--- src/design/bcu_regs.svh ---
// Register indices, field positions, reset values and codes of the break condition unit
`ifndef BCU_REGS_SVH
`define BCU_REGS_SVH

// Register indices; the APB byte address is four times the index
`define BCU_IDX_ADDR_HIGH 28'h5FFFF90
`define BCU_IDX_ADDR_LOW 28'h5FFFF92
`define BCU_IDX_MASK_HIGH 28'h5FFFF94
`define BCU_IDX_MASK_LOW 28'h5FFFF96
`define BCU_IDX_CYCLE_SEL 28'h5FFFF98
`define BCU_IDX_IRQ_STATUS 28'h5FFFF9A
`define BCU_IDX_IRQ_MASK 28'h5FFFF9C

// Reset values
`define BCU_RST_HALF 16'h0000
`define BCU_RST_CYCLE_SEL 8'h00
`define BCU_RST_IRQ 2'h0

// Cycle-select field positions
`define BCU_POS_SOURCE 6
`define BCU_POS_ACCESS 4
`define BCU_POS_DIRECTION 2
`define BCU_POS_SIZE 0

// Operand size codes
`define BCU_SIZE_ANY 2'h0
`define BCU_SIZE_BYTE 2'h1
`define BCU_SIZE_WORD 2'h2
`define BCU_SIZE_LONG 2'h3

// Interrupt status bit positions
`define BCU_EVT_FETCH 0
`define BCU_EVT_DATA 1

// Break request priority and highest mask level that accepts it
`define BCU_BREAK_LEVEL 4'hF
`define BCU_ACCEPT_MAX_LEVEL 4'hE

`endif

--- src/design/bcu_pkg.sv ---
// Types shared by the break condition unit
package bcu_pkg;

  // One observed bus cycle from the processor or the DMA engine master
  typedef struct packed {
    logic valid;
    logic [31:0] addr;
    logic isDma;
    logic isFetch;
    logic isWrite;
    logic [1:0] size;
  } bcu_cycle_type;

  // Cycle-select register fields
  typedef struct packed {
    logic [1:0] cycleSource;
    logic [1:0] accessType;
    logic [1:0] directionSel;
    logic [1:0] operandSize;
  } bcu_cond_type;

endpackage

--- src/design/bcu_break_condition_unit.sv ---
// Break condition unit: bus cycle matcher with APB registers and break interrupt
`timescale 1ns/1ps
`default_nettype none
`include "bcu_regs.svh"

module bcu_break_condition_unit
  import bcu_pkg::*;
(
  input wire logic mclk, // System clock, 10 MHz
  input wire logic srst, // Synchronous reset, active high
  input wire logic standby, // Standby mode; registers are kept
  input wire logic psel, // APB select
  input wire logic penable, // APB enable
  input wire logic pwrite, // APB direction, high for write
  input wire logic [31:0] paddr, // APB byte address
  input wire logic [31:0] pwdata, // APB write data
  input wire logic [3:0] pstrb, // APB byte strobes
  output logic [31:0] prdata, // APB read data
  output logic pready, // APB ready
  output logic pslverr, // APB error on unmapped address
  input wire bcu_cycle_type busCycle, // Observed bus cycle
  input wire logic [3:0] processorMaskLevel, // Processor interrupt mask level
  input wire logic breakAccept, // Interrupt controller takes the request
  output logic breakMatch, // One-cycle pulse per matching cycle
  output logic breakOnFetch, // Last match was an instruction fetch
  output logic breakReq, // Pending break request toward the core
  output logic [3:0] breakLevel, // Priority level of the request
  output logic irq // Level interrupt from unmasked status
);

  localparam logic [27:0] IdxAddrHigh = `BCU_IDX_ADDR_HIGH;
  localparam logic [27:0] IdxAddrLow = `BCU_IDX_ADDR_LOW;
  localparam logic [27:0] IdxMaskHigh = `BCU_IDX_MASK_HIGH;
  localparam logic [27:0] IdxMaskLow = `BCU_IDX_MASK_LOW;
  localparam logic [27:0] IdxCycleSel = `BCU_IDX_CYCLE_SEL;
  localparam logic [27:0] IdxIrqStatus = `BCU_IDX_IRQ_STATUS;
  localparam logic [27:0] IdxIrqMask = `BCU_IDX_IRQ_MASK;

  logic [15:0] addrHigh_q;
  logic [15:0] addrLow_q;
  logic [15:0] maskHigh_q;
  logic [15:0] maskLow_q;
  logic [7:0] cycleSel_q;
  logic [1:0] irqStatus_q;
  logic [1:0] irqMask_q;
  logic pready_q;
  logic pslverr_q;
  logic [31:0] prdata_q;
  logic breakMatch_q;
  logic breakOnFetch_q;
  logic breakReq_q;
  logic [3:0] breakLevel_q;
  logic irq_q;

  // Register decode: only the kept index bits take part
  wire [27:0] regIdx = paddr[29:2];
  wire [12:0] keyIdx = {regIdx[27:24], regIdx[8:0]};
  wire selAddrHigh = keyIdx == {IdxAddrHigh[27:24], IdxAddrHigh[8:0]};
  wire selAddrLow = keyIdx == {IdxAddrLow[27:24], IdxAddrLow[8:0]};
  wire selMaskHigh = keyIdx == {IdxMaskHigh[27:24], IdxMaskHigh[8:0]};
  wire selMaskLow = keyIdx == {IdxMaskLow[27:24], IdxMaskLow[8:0]};
  wire selCycleSel = keyIdx == {IdxCycleSel[27:24], IdxCycleSel[8:0]};
  wire selIrqStatus = keyIdx == {IdxIrqStatus[27:24], IdxIrqStatus[8:0]};
  wire selIrqMask = keyIdx == {IdxIrqMask[27:24], IdxIrqMask[8:0]};
  wire selAny = selAddrHigh | selAddrLow | selMaskHigh | selMaskLow | selCycleSel
    | selIrqStatus | selIrqMask;

  // One wait state: pready rises in the second access cycle
  wire accessPhase = psel & penable;
  wire commit = accessPhase & pready_q;
  wire wrCommit = commit & pwrite & selAny;
  wire [15:0] laneMask = {{8{pstrb[1]}}, {8{pstrb[0]}}};

  function automatic logic [15:0] mergeHalf(input logic [15:0] old, input logic [15:0] wd,
                                            input logic [15:0] lm);
    mergeHalf = (old & ~lm) | (wd & lm);
  endfunction

  wire [15:0] addrHigh_d = mergeHalf(addrHigh_q, pwdata[15:0], laneMask);
  wire [15:0] addrLow_d = mergeHalf(addrLow_q, pwdata[15:0], laneMask);
  wire [15:0] maskHigh_d = mergeHalf(maskHigh_q, pwdata[15:0], laneMask);
  wire [15:0] maskLow_d = mergeHalf(maskLow_q, pwdata[15:0], laneMask);
  // Upper byte of the cycle-select register is not stored at all
  wire [7:0] cycleSel_d = pstrb[0] ? pwdata[7:0] : cycleSel_q;
  wire [1:0] irqMask_d = pstrb[0] ? pwdata[1:0] : irqMask_q;

  wire [31:0] readMux =
    selAddrHigh ? {16'h0000, addrHigh_q} :
    selAddrLow ? {16'h0000, addrLow_q} :
    selMaskHigh ? {16'h0000, maskHigh_q} :
    selMaskLow ? {16'h0000, maskLow_q} :
    selCycleSel ? {24'h000000, cycleSel_q} :
    selIrqStatus ? {30'h00000000, irqStatus_q} :
    selIrqMask ? {30'h00000000, irqMask_q} :
    32'h00000000;

  // Break condition evaluation
  bcu_cond_type cond;
  assign cond = cycleSel_q;
  wire [31:0] breakAddr = {addrHigh_q, addrLow_q};
  wire [31:0] breakMaskBits = {maskHigh_q, maskLow_q};
  wire [31:0] bitHit;

  genvar gi;
  generate
    for (gi = 0; gi < 32; gi++) begin : g_addr_bit
      assign bitHit[gi] = breakMaskBits[gi] | (busCycle.addr[gi] == breakAddr[gi]);
    end
  endgenerate

  wire addrHit = &bitHit;
  wire sourceHit = busCycle.isDma ? cond.cycleSource[1] : cond.cycleSource[0];
  wire accessHit = busCycle.isFetch ? cond.accessType[0] : cond.accessType[1];
  wire directionHit = busCycle.isWrite ? cond.directionSel[1] : cond.directionSel[0];
  // Fetches are words even when two instructions share one memory cycle
  wire [1:0] effSize = busCycle.isFetch ? `BCU_SIZE_WORD : busCycle.size;
  wire sizeHit = (cond.operandSize == `BCU_SIZE_ANY) | (cond.operandSize == effSize);
  // A zero source, access or direction field leaves its hit term low, so no break can occur
  wire cycleHit = busCycle.valid & addrHit & sourceHit & accessHit & directionHit
    & sizeHit;
  wire fetchHit = cycleHit & busCycle.isFetch;
  wire dataHit = cycleHit & ~busCycle.isFetch;

  // Request is taken only below the break level; otherwise it waits
  wire acceptNow = breakAccept & (processorMaskLevel <= `BCU_ACCEPT_MAX_LEVEL);
  wire breakReq_d = cycleHit | (breakReq_q & ~acceptNow);

  // Status set wins over a write-one clear in the same cycle
  wire [1:0] evtSet = {dataHit, fetchHit};
  wire [1:0] w1c = (wrCommit & selIrqStatus & pstrb[0]) ? pwdata[1:0] : 2'h0;
  wire [1:0] irqStatus_d = evtSet | (irqStatus_q & ~w1c);

  // Standby is deliberately ignored: only reset clears the conditions
  always_ff @(posedge mclk) begin
    if (srst) begin
      addrHigh_q <= `BCU_RST_HALF;
      addrLow_q <= `BCU_RST_HALF;
      maskHigh_q <= `BCU_RST_HALF;
      maskLow_q <= `BCU_RST_HALF;
      cycleSel_q <= `BCU_RST_CYCLE_SEL;
      irqMask_q <= `BCU_RST_IRQ;
    end else if (wrCommit) begin
      if (selAddrHigh) addrHigh_q <= addrHigh_d;
      if (selAddrLow) addrLow_q <= addrLow_d;
      if (selMaskHigh) maskHigh_q <= maskHigh_d;
      if (selMaskLow) maskLow_q <= maskLow_d;
      if (selCycleSel) cycleSel_q <= cycleSel_d;
      if (selIrqMask) irqMask_q <= irqMask_d;
    end
  end

  always_ff @(posedge mclk) begin
    if (srst) begin
      pready_q <= 1'b0;
      pslverr_q <= 1'b0;
      prdata_q <= 32'h00000000;
    end else begin
      pready_q <= accessPhase & ~pready_q;
      pslverr_q <= accessPhase & ~pready_q & ~selAny;
      prdata_q <= (accessPhase & ~pready_q & ~pwrite) ? readMux : 32'h00000000;
    end
  end

  always_ff @(posedge mclk) begin
    if (srst) begin
      breakMatch_q <= 1'b0;
      breakOnFetch_q <= 1'b0;
      breakReq_q <= 1'b0;
      breakLevel_q <= 4'h0;
      irqStatus_q <= `BCU_RST_IRQ;
      irq_q <= 1'b0;
    end else begin
      breakMatch_q <= cycleHit;
      if (cycleHit) breakOnFetch_q <= busCycle.isFetch;
      breakReq_q <= breakReq_d;
      breakLevel_q <= `BCU_BREAK_LEVEL;
      irqStatus_q <= irqStatus_d;
      irq_q <= |(irqStatus_d & irqMask_q);
    end
  end

  assign prdata = prdata_q;
  assign pready = pready_q;
  assign pslverr = pslverr_q;
  assign breakMatch = breakMatch_q;
  assign breakOnFetch = breakOnFetch_q;
  assign breakReq = breakReq_q;
  assign breakLevel = breakLevel_q;
  assign irq = irq_q;

endmodule

`default_nettype wire

--- config.mk ---
export PLATFORM = sky130hd
export DESIGN_NAME = bcu_break_condition_unit
export DESIGN_NICKNAME = d
export VERILOG_FILES = /design/src/design/bcu_pkg.sv /design/src/design/bcu_break_condition_unit.sv
export VERILOG_INCLUDE_DIRS = /design/src /design/src/design
export SDC_FILE = /design/constraint.sdc
export NUM_CORES = 1
export LEC_CHECK = 0
export ABC_AREA = 1
export ABC_CLOCK_PERIOD_IN_PS = 2500
export BUFFER_PORTS_ARGS = -buffer_cell sky130_fd_sc_hd__buf_2
export CAP_MARGIN = 20
export CORE_ASPECT_RATIO = 0.7
export CORE_MARGIN = 1
export CORE_UTILIZATION = 40
export CTS_BUF_LIST = sky130_fd_sc_hd__clkbuf_8
export CTS_CLUSTER_DIAMETER = 80
export CTS_CLUSTER_SIZE = 40
export DETAILED_ROUTE_END_ITERATION = 12
export GPL_ROUTABILITY_DRIVEN = 0
export GPL_TIMING_DRIVEN = 0
export PLACE_DENSITY = 0.75
export SLEW_MARGIN = 40
export SYNTH_ARGS = -nofsm -noshare
export SYNTH_HDL_FRONTEND = slang
export SYNTH_SLANG_ARGS = --single-unit
--- constraint.sdc ---
create_clock -name mclk -period 2.5 [get_ports mclk]
set_clock_uncertainty 0.2 [all_clocks]
set_input_delay 0.125 -clock mclk [delete_from_list [all_inputs] [get_ports mclk]]
set_output_delay 0.125 -clock mclk [all_outputs]
set_load 0.01 [all_outputs]
; ---- Yosys cells after proc, flatten, opt, wreduce, memory -nomap -nowiden
; Cells that the tools add are included.
; W data, S select, Z words.
[classes]
n_lt_le_gt_ge = 1
eq_ne = 40
mux = 13
bitwise_logic = 78
n_reduce_logical = 11
[op_table]
columns = operator, count
row1 = $eq A13 B12 Y1 const B, 7
row2 = $and A16 B16 Y16, 5
row3 = $mux W16, 4
row4 = $or A16 B16 Y16, 4
row5 = $or A1 B1 Y1, 40
row6 = $eq A1 B1 Y1, 32
row7 = $reduce_and A32 Y1, 1
row8 = $and A1 B1 Y1, 18
row9 = $not A16 Y16, 1
row10 = $mux W2, 4
row11 = $mux W8, 1
row12 = $reduce_and A2 Y1, 4
row13 = $reduce_or A8 Y1, 1
row14 = $not A1 Y1, 6
row15 = $reduce_and A3 Y1, 2
row16 = $and A2 B2 Y2, 2
row17 = $le A4 B4 Y1 const B, 1
row18 = $mux W4, 1
row19 = $reduce_or A2 Y1, 2
row20 = $mux W1, 3
row21 = $eq A2 B2 Y1, 1
row22 = $logic_not A2 Y1, 1
row23 = $not A2 Y2, 1
row24 = $or A2 B2 Y2, 1
[word_totals]
regBits = 118
output_inout_bits = 42

; ---- Longest topological paths before layout
; Gate-level depths: netlist (run 1).
[logic_depth]
ltp_word = 16
ltp_mapped = 12
mapped_depth_nobuf = 12

; ---- Least setup slack after synthesis (run 1)
; Ideal clock, no wire load.
[synth_timing]
path_type = reg-to-reg
startpoint = register pready_q, in the netlist pready
endpoint = register with a tool-made name
setup_ps = 110
arrival_time_ps = 1590
slack_ps = 600
path_stages_with_launch = 8
synth_period_minus_slack_ps = 1900
path_cell_list = dfxtp_1 -> nand4_1 -> nor2_1 -> buf_2 -> buf_2 -> nand4_1 -> nand2_1 -> nor2_1
[synth_rtl]
columns = element, line
row1 = "start, declared", bcu_break_condition_unit.sv:46  ; logic pready_q;
row2 = "start signal, assigned", bcu_break_condition_unit.sv:158  ; pready_q <= accessPhase & ~pready_q;

==> results_dict.tcl, run 1 <==
set metrics [dict create \
    yosys_register_bits 99 \
    dieArea_sq_um 14800 \
    hold_viol 0 \
    cap_violations 0 \
    grt_usage_pct 26.5 \
    rr_worst_depth 7 \
    rsz0062_at_grt "no" \
    antenna_found_initial 0 \
    cp_slowest_cell "dlygate4sd3_1" \
    hpwl_um 14000 \
    critPathTopFamily "buffers and inverters" \
    clk_latency_ns 0.39 \
    grt_pass1_wl_um 29600 \
    ys_seq_area_share_pct 34.6 \
    slew_viol_final 0 \
    synth_common_cells "nand2_1, nor2_1, inv_1" \
    synth_area_per_cell_sq_um 6.16 \
    worstPathArrival_ns 2.44 \
    netlist.area_leader.share_pct 34.6 \
    min_period_ns 2.35 \
    hp-start "srst" \
    status "complete, no violations" \
    synthCells 931 \
    rr_startpoint "pready$_SDFF_PP0_" \
    r2r_slack_ns 0.17 \
    leakage_nw 3.77 \
    drt_first_pass_iters 5 \
    finalNonFillerCells 1284 \
    hold_depth 4 \
    fin_crit_sh_pct 93.9 \
    antenna_cells 0 \
    clock_path_buffers 2 \
    drc_errors 0 \
    coreArea_sq_um 14000 \
    die_h_um 102 \
    synth_cell_type_count 34 \
    ys.flop_type "dfxtp_1" \
    cts_tree "done" \
    fillers 1461 \
    drt-total-wl_um 19100 \
    clk_pin_slew_ns 0.09 \
    synth_edf_count 0 \
    drive_above_1_share_pct 15.9 \
    worstSetupPathType "in -> reg" \
    final-setup-viol-count 0 \
    slew_headroom_pct 50.4 \
    drtIter0Drc 585 \
    holdWs_ns 0.0692 \
    critPathMaxStageDelay_ns 0.53 \
    cts.sinks 99 \
    root_buffer "clkbuf_8" \
    initial_core_util_pct 41.1 \
    worst_hold_path.endpoint "pslverr$_SDFF_PP0_" \
    cts_setup_buffers 0 \
    startpoint_type "primary input" \
    path_cells "dlygate4sd3_1, buf_2, nand4_1, nor2_1, buf_2, buf_2, nand4_1, nand2_1, nor2_1" \
    std_cell_rows 36 \
    synth.most_common_cell "nand2_1" \
    crit_required_ns 2.59 \
    peakVddDrop_mv 0.203 \
    vias 6278 \
    ios 159 \
    syn_area_sq_um 5740 \
    post-route-util_pct 50.2 \
    synthToLayoutAreaGrowth_pct 22.3 \
    pwr_density_cell_nw_per_um2 412 \
    routed_via_density 4.89 \
    drtAntennaViolNets 0 \
    ys_warn_count 0 \
    synth_top_area_cell "dfxtp_1" \
    timing.critical_path.mode_cell "buf_2" \
    grt_pass1_vias 5484 \
    min_path_type "in -> reg" \
    critPathBufInv 4 \
    post-place-cells 1239 \
    async_flop_share_pct 0 \
    fp.dieW_um 145 \
    numCtsBuffers 9 \
    h-tree-depth 3 \
    io_buffers 103 \
    max_freq_ghz 0.426 \
    endpoint_kind "register" \
    overflow 0 \
    crit_fanout 10 \
    yosys-top-cells-area "dfxtp_1, nand2_1, nor2_1" \
    worstMarginPinSlew_ns 0.744 \
    nNetsFinal 1206 \
    grt_max_degree 15 \
    wire_per_inst_um 14.9 \
]
## layer usage
metal / up-vias / GRT usage [%] / share of wire, %
met1: 2788 / 36.5 / 46
met3: 25 / 7.86 / 12
met4: 0 / 8.50 / 1.8
li1: 3138 / - / -
met5: - / 0 / 0
met2: 327 / 39.8 / 40
## per-stage QoR
| step | worst slack [ns] | TNS [ns] | instance area, sq um | power [W] |
|---|---|---|---|---|
| after detailed placement | -0.0212 | -0.0625 | 6550 | 0.00190 |
| after global placement | 0.0431 | 0 | 6550 | 0.00189 |
| final | 0.151 | 0 | 7020 | 0.00289 |
| after floorplan | 0.600 | 0 | 5790 | 0.00175 |
| after CTS | 0.131 | 0 | 7010 | 0.00289 |
| after global routing | 0.0597 | 0 | 7020 | 0.00299 |
## cells in the final DEF, fill, tap and decap left out, types with 2 or more instances in the layout
cell           netlist  routed
nand2_1            285     285
nor2_1             175     172
inv_1              144     147
buf_2                5     108
dfxtp_1             99      99
nand3_1             42      42
a21oi_1             32      32
dlygate4sd3_1        0      29
nand4_1             27      27
o21ai_0             24      24
buf_4               19      19
conb_1               1      16
clkbuf_1            12      12
clkbuf_8             0      11
nor3_1              10      10
nand3_4             10      10
o211ai_1             9       9
buf_6                9       9
a211oi_1             6       6
nor2_2               2       5
nor3_4               2       2
clkinv_1             2       2
inv_2                2       2
nor4_1               2       2
clkinv_2             0       2
## final cells by class
cell class | count | area (sq um) | area share [%]
repair buffers | 132 | 806 | 11.5
inverters | 148 | 556 | 7.92
flip-flops and latches | 99 | 1980 | 28.3
clock inverters | 5 | 21.3 | 0.303
clock buffers | 11 | 151 | 2.16
plain buffers | 46 | 318 | 4.53
well taps | 190 | 238 | 3.39
multi-input cells | 653 | 2940 | 42.0
## how the worst max path moves through the flow
stage | startpoint | depth (start not counted) | slack (ns) | endpoint
2_1_floorplan | pready$_SDFF_PP0_ | 7 | 0.60 | register
3_3_place_gp | paddr[7] | 10 | 0.04 | register
3_5_place_dp | paddr[7] | 11 | -0.02 | register
4_1_cts | psel | 9 | 0.13 | prdata[15]$_SDFF_PP0_
5_1_grt | psel | 9 | 0.06 | prdata[15]$_SDFF_PP0_
6_report | pwrite | 9 | 0.15 | register
## kinds of logic (layout without fill, tap and decap cells)
logic type / count (synthesis) / in the layout / synth area share [%]
compound gates: 74 / 74 / 7.33
xor+xnor: 1 / 1 / 0.153
buf+inv: 194 / 342 / 15.2
flops: 99 / 99 / 34.6
other cells: 1 / 16 / 0.0654
simple gates: 562 / 562 / 42.7
## worst min-delay path, cell delays in order
cell      delay, ns
clkbuf_1       0.26
nor3_1         0.11
inv_1          0.08
nor2_1         0.05
## power by group
part	internal [W]	leakage, nW	switching [W]
registers	0.00158	0.798	0.00000148
logic	0.000129	2.87	0.000189
clock network	0.000404	0.103	0.000587
## what timing repair did
action | CTS | global route
hold endpoints to repair | 82 | 0
setup endpoints to repair | 0 | 4
resized for setup | 0 | 2
hold buffers | 29 | 0
Note: power is estimated with default switching activity, not from simulation.
==> run 2: changes to the inputs <==
Settings changed: ABC_CLOCK_PERIOD_IN_PS 2500 to 2900.
Clock period 2.5 ns to 2.9 ns, I/O delays scaled along.
==> results_dict.tcl, run 2 (synthesis gave the netlist of run 1 again) <==
set metrics [dict create \
    worst_hold_path.endpoint "breakMatch$_SDFF_PP0_" \
    status "complete, no violations" \
    die_h_um 102 \
    critPathTopFamily "buffers and inverters" \
    final-setup-viol-count 0 \
    fin_crit_sh_pct 93.3 \
    overflow 0 \
    hold_depth 5 \
    fp.dieW_um 145 \
    pwr_density_cell_nw_per_um2 356 \
    wire_per_inst_um 14.9 \
    max_freq_ghz 0.370 \
    drive_above_1_share_pct 15.9 \
    leakage_nw 3.77 \
    rr_worst_depth 7 \
    antenna_cells 0 \
    ios 159 \
    synthToLayoutAreaGrowth_pct 22.2 \
    finalNonFillerCells 1283 \
    rr_startpoint "pready$_SDFF_PP0_" \
    drt-total-wl_um 19200 \
    holdWs_ns 0.147 \
    coreArea_sq_um 14000 \
    std_cell_rows 36 \
    vias 6293 \
    clock_path_buffers 2 \
    path_cells "dlygate4sd3_1, buf_2, nand2_1, nor3_1, dlygate4sd3_1, inv_1, nor2_2, inv_1, clkbuf_1, a211oi_2" \
    nNetsFinal 1205 \
    multiInputGateArea_sq_um 2950 \
    numCtsBuffers 9 \
    slew_headroom_pct 49.2 \
    grt_pass1_wl_um 29600 \
    regArea_sq_um 1980 \
    cp_slowest_cell "dlygate4sd3_1" \
    drc_errors 0 \
    r2r_slack_ns 0.25 \
    layout_common_cells "nand2_1, nor2_1, inv_1" \
    io_buffers 103 \
    min_path_type "in -> reg" \
    hp-start "busCycle[37]" \
    critPathMaxStageDelay_ns 0.59 \
    peakVddDrop_mv 0.173 \
    slew_viol_final 0 \
    grt_max_degree 15 \
    endpoint_kind "register" \
    post-route-util_pct 50.2 \
    final_common_cell "nand2_1" \
    grt_pass1_vias 5477 \
    fillers 1463 \
    grt_usage_pct 26.5 \
    rsz0062_at_grt "no" \
    cts.sinks 99 \
    critPathBufInv 6 \
    setup-tns-final_ns 0 \
    startpoint_type "primary input" \
    cap_violations 0 \
    h-tree-depth 3 \
    p_total_w 0.00250 \
    clk_latency_ns 0.39 \
    dieArea_sq_um 14800 \
    crit_required_ns 2.98 \
    routed_via_density 4.90 \
    post-place-cells 1239 \
    drtIter0Drc 605 \
    drt_first_pass_iters 5 \
    clk_pin_slew_ns 0.09 \
    antenna_found_initial 0 \
    worstMarginPinSlew_ns 0.762 \
    initial_core_util_pct 41.1 \
    cts_setup_buffers 0 \
    worstSetupPathType "in -> reg" \
    cts_tree "done" \
    hpwl_um 14000 \
    crit_fanout 10 \
    drtAntennaViolNets 0 \
    rr_endpoint "prdata[15]$_SDFF_PP0_" \
    worstPathArrival_ns 2.79 \
    hold_viol 0 \
    min_period_ns 2.71 \
    root_buffer "clkbuf_8" \
]
-- run 2: changes by cell type in the layout (fill, tap and decap cells not counted) --
cell,before,now
a211oi_1,6,5
nor2_1,172,173
a211oi_2,0,1
dlygate4sd3_1,29,28
nor2_2,5,4
-- run 2: worst reg2reg max path: stages (launching register included) --
cell	delay [ns]
dfxtp_1	0.34
nor3_1	0.18
dlygate4sd3_1	0.59
inv_1	0.06
nor2_2	0.33
inv_1	0.14
clkbuf_1	0.36
a211oi_2	0.37
-- run 2: power breakdown --
part	internal (W)	leakage [nW]	switching, W
clock network	0.000349	0.103	0.000513
registers	0.00136	0.798	0.00000127
logic	0.000110	2.87	0.000164
total	0.00182	3.77	0.000678
-- run 2: repair_timing --
item / CTS / global route
resized for setup: 0 / 2
hold buffers: 28 / 0
setup endpoints to repair: 0 / 6
endpoints found under the hold margin: 74 / 0
-- run 2: worst max-delay path by stage --
| stage | slack (ns) | endpoint | depth (start not counted) | start |
|---|---|---|---|---|
| global route | 0.09 | prdata[15]$_SDFF_PP0_ | 10 | penable |
| CTS | 0.03 | prdata[15]$_SDFF_PP0_ | 10 | penable |
| detailed placement | 0.36 | register | 11 | paddr[7] |
| global placement | 0.42 | register | 10 | paddr[7] |
| floorplan | 1.0 | register | 7 | pready$_SDFF_PP0_ |
| finish | 0.19 | prdata[15]$_SDFF_PP0_ | 10 | penable |
-- run 2: layout make-up --
cell class | count | area share (%)
buffer | 46 | 4.53
clock buffer | 11 | 2.16
clock inverter | 5 | 0.304
inverter | 148 | 7.93
multi-input combinational | 653 | 42.0
sequential | 99 | 28.3
tap | 190 | 3.39
timing repair buffer | 131 | 11.4
-- run 2: per-layer routing --
layer / track usage [%] / vias up / share of wire (%)
met3: 7.54 / 26 / 13
met4: 8.50 / 0 / 1.9
met2: 39.7 / 344 / 40
li1: - / 3131 / -
met5: 0 / - / 0
met1: 36.7 / 2792 / 45
-- run 2: stage by stage --
step                setup slack [ns]  instance area (sq um)
finish                         0.194                   7010
global route                  0.0944                   7010
CTS                           0.0316                   7000
detailed placement             0.359                   6550
global placement               0.423                   6550
floorplan                       1.00                   5790
==> run 3: changes to the inputs <==
Settings changed: CELL_PAD_IN_SITES_DETAIL_PLACEMENT set to 0, CELL_PAD_IN_SITES_GLOBAL_PLACEMENT set to 1, PLACE_DENSITY 0.75 to 0.95.
==> results_dict.tcl, run 3 (synthesis gave the netlist of run 1 again) <==
set metrics [dict create \
    cts_tree "done" \
    overflow 0 \
    nNetsFinal 1205 \
    rsz0062_at_grt "no" \
    hpwl_um 14100 \
    grt_pass1_vias 5288 \
    leakage_nw 3.78 \
    numCtsBuffers 9 \
    grt_pass1_wl_um 29600 \
    die_h_um 102 \
    root_buffer "clkbuf_8" \
    ios 159 \
    setup-tns-final_ns 0 \
    clk_pin_slew_ns 0.10 \
    endpoint_kind "register" \
    startpoint_type "primary input" \
    cap_violations 0 \
    holdWs_ns 0.0714 \
    status "complete, no violations" \
    hold_viol 0 \
    std_cell_rows 36 \
    grt_max_degree 16 \
    routed_via_density 4.77 \
    antenna_cells 0 \
    worstPathArrival_ns 2.82 \
    multiInputGateArea_sq_um 2940 \
    drt-total-wl_um 19400 \
    fin_crit_sh_pct 95.8 \
    max_freq_ghz 0.360 \
    worstSetupPathType "in -> reg" \
    drt_first_pass_iters 7 \
    finalNonFillerCells 1283 \
    grt_usage_pct 26.7 \
    vias 6120 \
    synthToLayoutAreaGrowth_pct 22.6 \
    peakVddDrop_mv 0.192 \
    io_buffers 103 \
    slew_viol_final 0 \
    coreArea_sq_um 14000 \
    h-tree-depth 3 \
    pwr_density_cell_nw_per_um2 373 \
    min_period_ns 2.78 \
    worstMarginPinSlew_ns 0.810 \
    post-place-cells 1239 \
    crit_fanout 10 \
    wire_per_inst_um 15.1 \
    final-setup-viol-count 0 \
    antenna_found_initial 0 \
    fillers 1487 \
    cts_resized 0 \
    slew_headroom_pct 46.0 \
    dieArea_sq_um 14800 \
    layout_common_cells "nand2_1, nor2_1, inv_1" \
    cts.sinks 99 \
    drive_above_1_share_pct 15.7 \
    min_path_type "in -> reg" \
    clock_path_buffers 2 \
    initial_core_util_pct 41.1 \
    final_common_cell "nand2_1" \
    regArea_sq_um 1980 \
    fp.dieW_um 145 \
    drc_errors 0 \
    drtAntennaViolNets 0 \
    drtIter0Drc 663 \
    crit_required_ns 2.95 \
    clk_latency_ns 0.38 \
]
## run 3: changes by cell type in the layout (fill, tap and decap cells not counted), sizes merged
cell | previous run | this run
clkbuf | 23 | 21
clkinvlp | 0 | 1
inv | 149 | 148
bufinv | 0 | 2
## run 3: layout make-up
type	count	share of cell area, %
buffer	46	4.52
clock buffer	9	1.76
clock inverter	7	1.21
inverter	148	7.90
multi-input combinational	653	41.7
sequential	99	28.2
tap	190	3.38
timing repair buffer	131	11.3
## run 3: worst paths after layout
path / endpoint / cells after the start / start / slack (ns)
setup / recovery: prdata[15]$_SDFF_PP0_ / 8 / srst / 0.12
hold / removal: breakMatch$_SDFF_PP0_ / 5 / busCycle[37] / 0.07
hold reg to reg: pready$_SDFF_PP0_ / 1 / pready$_SDFF_PP0_ / 0.27
setup reg to reg: prdata[15]$_SDFF_PP0_ / 6 / pready$_SDFF_PP0_ / 0.38
## run 3: layer usage
layer,up-vias,global-route usage (%),wire length [um]
met2,260,38.6,7680
met5,-,0,0
met3,17,5.89,2040
met4,0,5.26,174
met1,2707,40.1,9460
li1,3136,-,-
## run 3: where the power goes
part | internal [W] | switching [W]
Clock | 0.000478 | 0.000510
Sequential | 0.00136 | 0.00000122
Combinational | 0.000110 | 0.000163
## run 3: critical path, stage by stage
cell	delay (ns)
dlygate4sd3_1	0.54
clkbuf_1	0.23
nor3_1	0.27
inv_1	0.09
nor2_1	0.50
inv_1	0.18
clkbuf_1	0.40
a211oi_1	0.48
## run 3: timing repair
action | 4_1_cts | 5_1_grt
endpoints found under the hold margin | 73 | 0
hold buffers | 28 | 0
buffers inserted | 0 | 0
## run 3: through the flow
stage / utilization, % / setup WS (ns) / total power (W) / cell area [sq um]
floorplan: - / 1.00 / 0.00151 / 5790
global placement: 46.9 / 0.347 / 0.00164 / 6550
detailed placement: 46.9 / 0.355 / 0.00164 / 6550
CTS: 50.4 / 0.269 / 0.00263 / 7030
global route: 50.4 / 0.0437 / 0.00271 / 7030
finish: 50.4 / 0.123 / 0.00262 / 7030
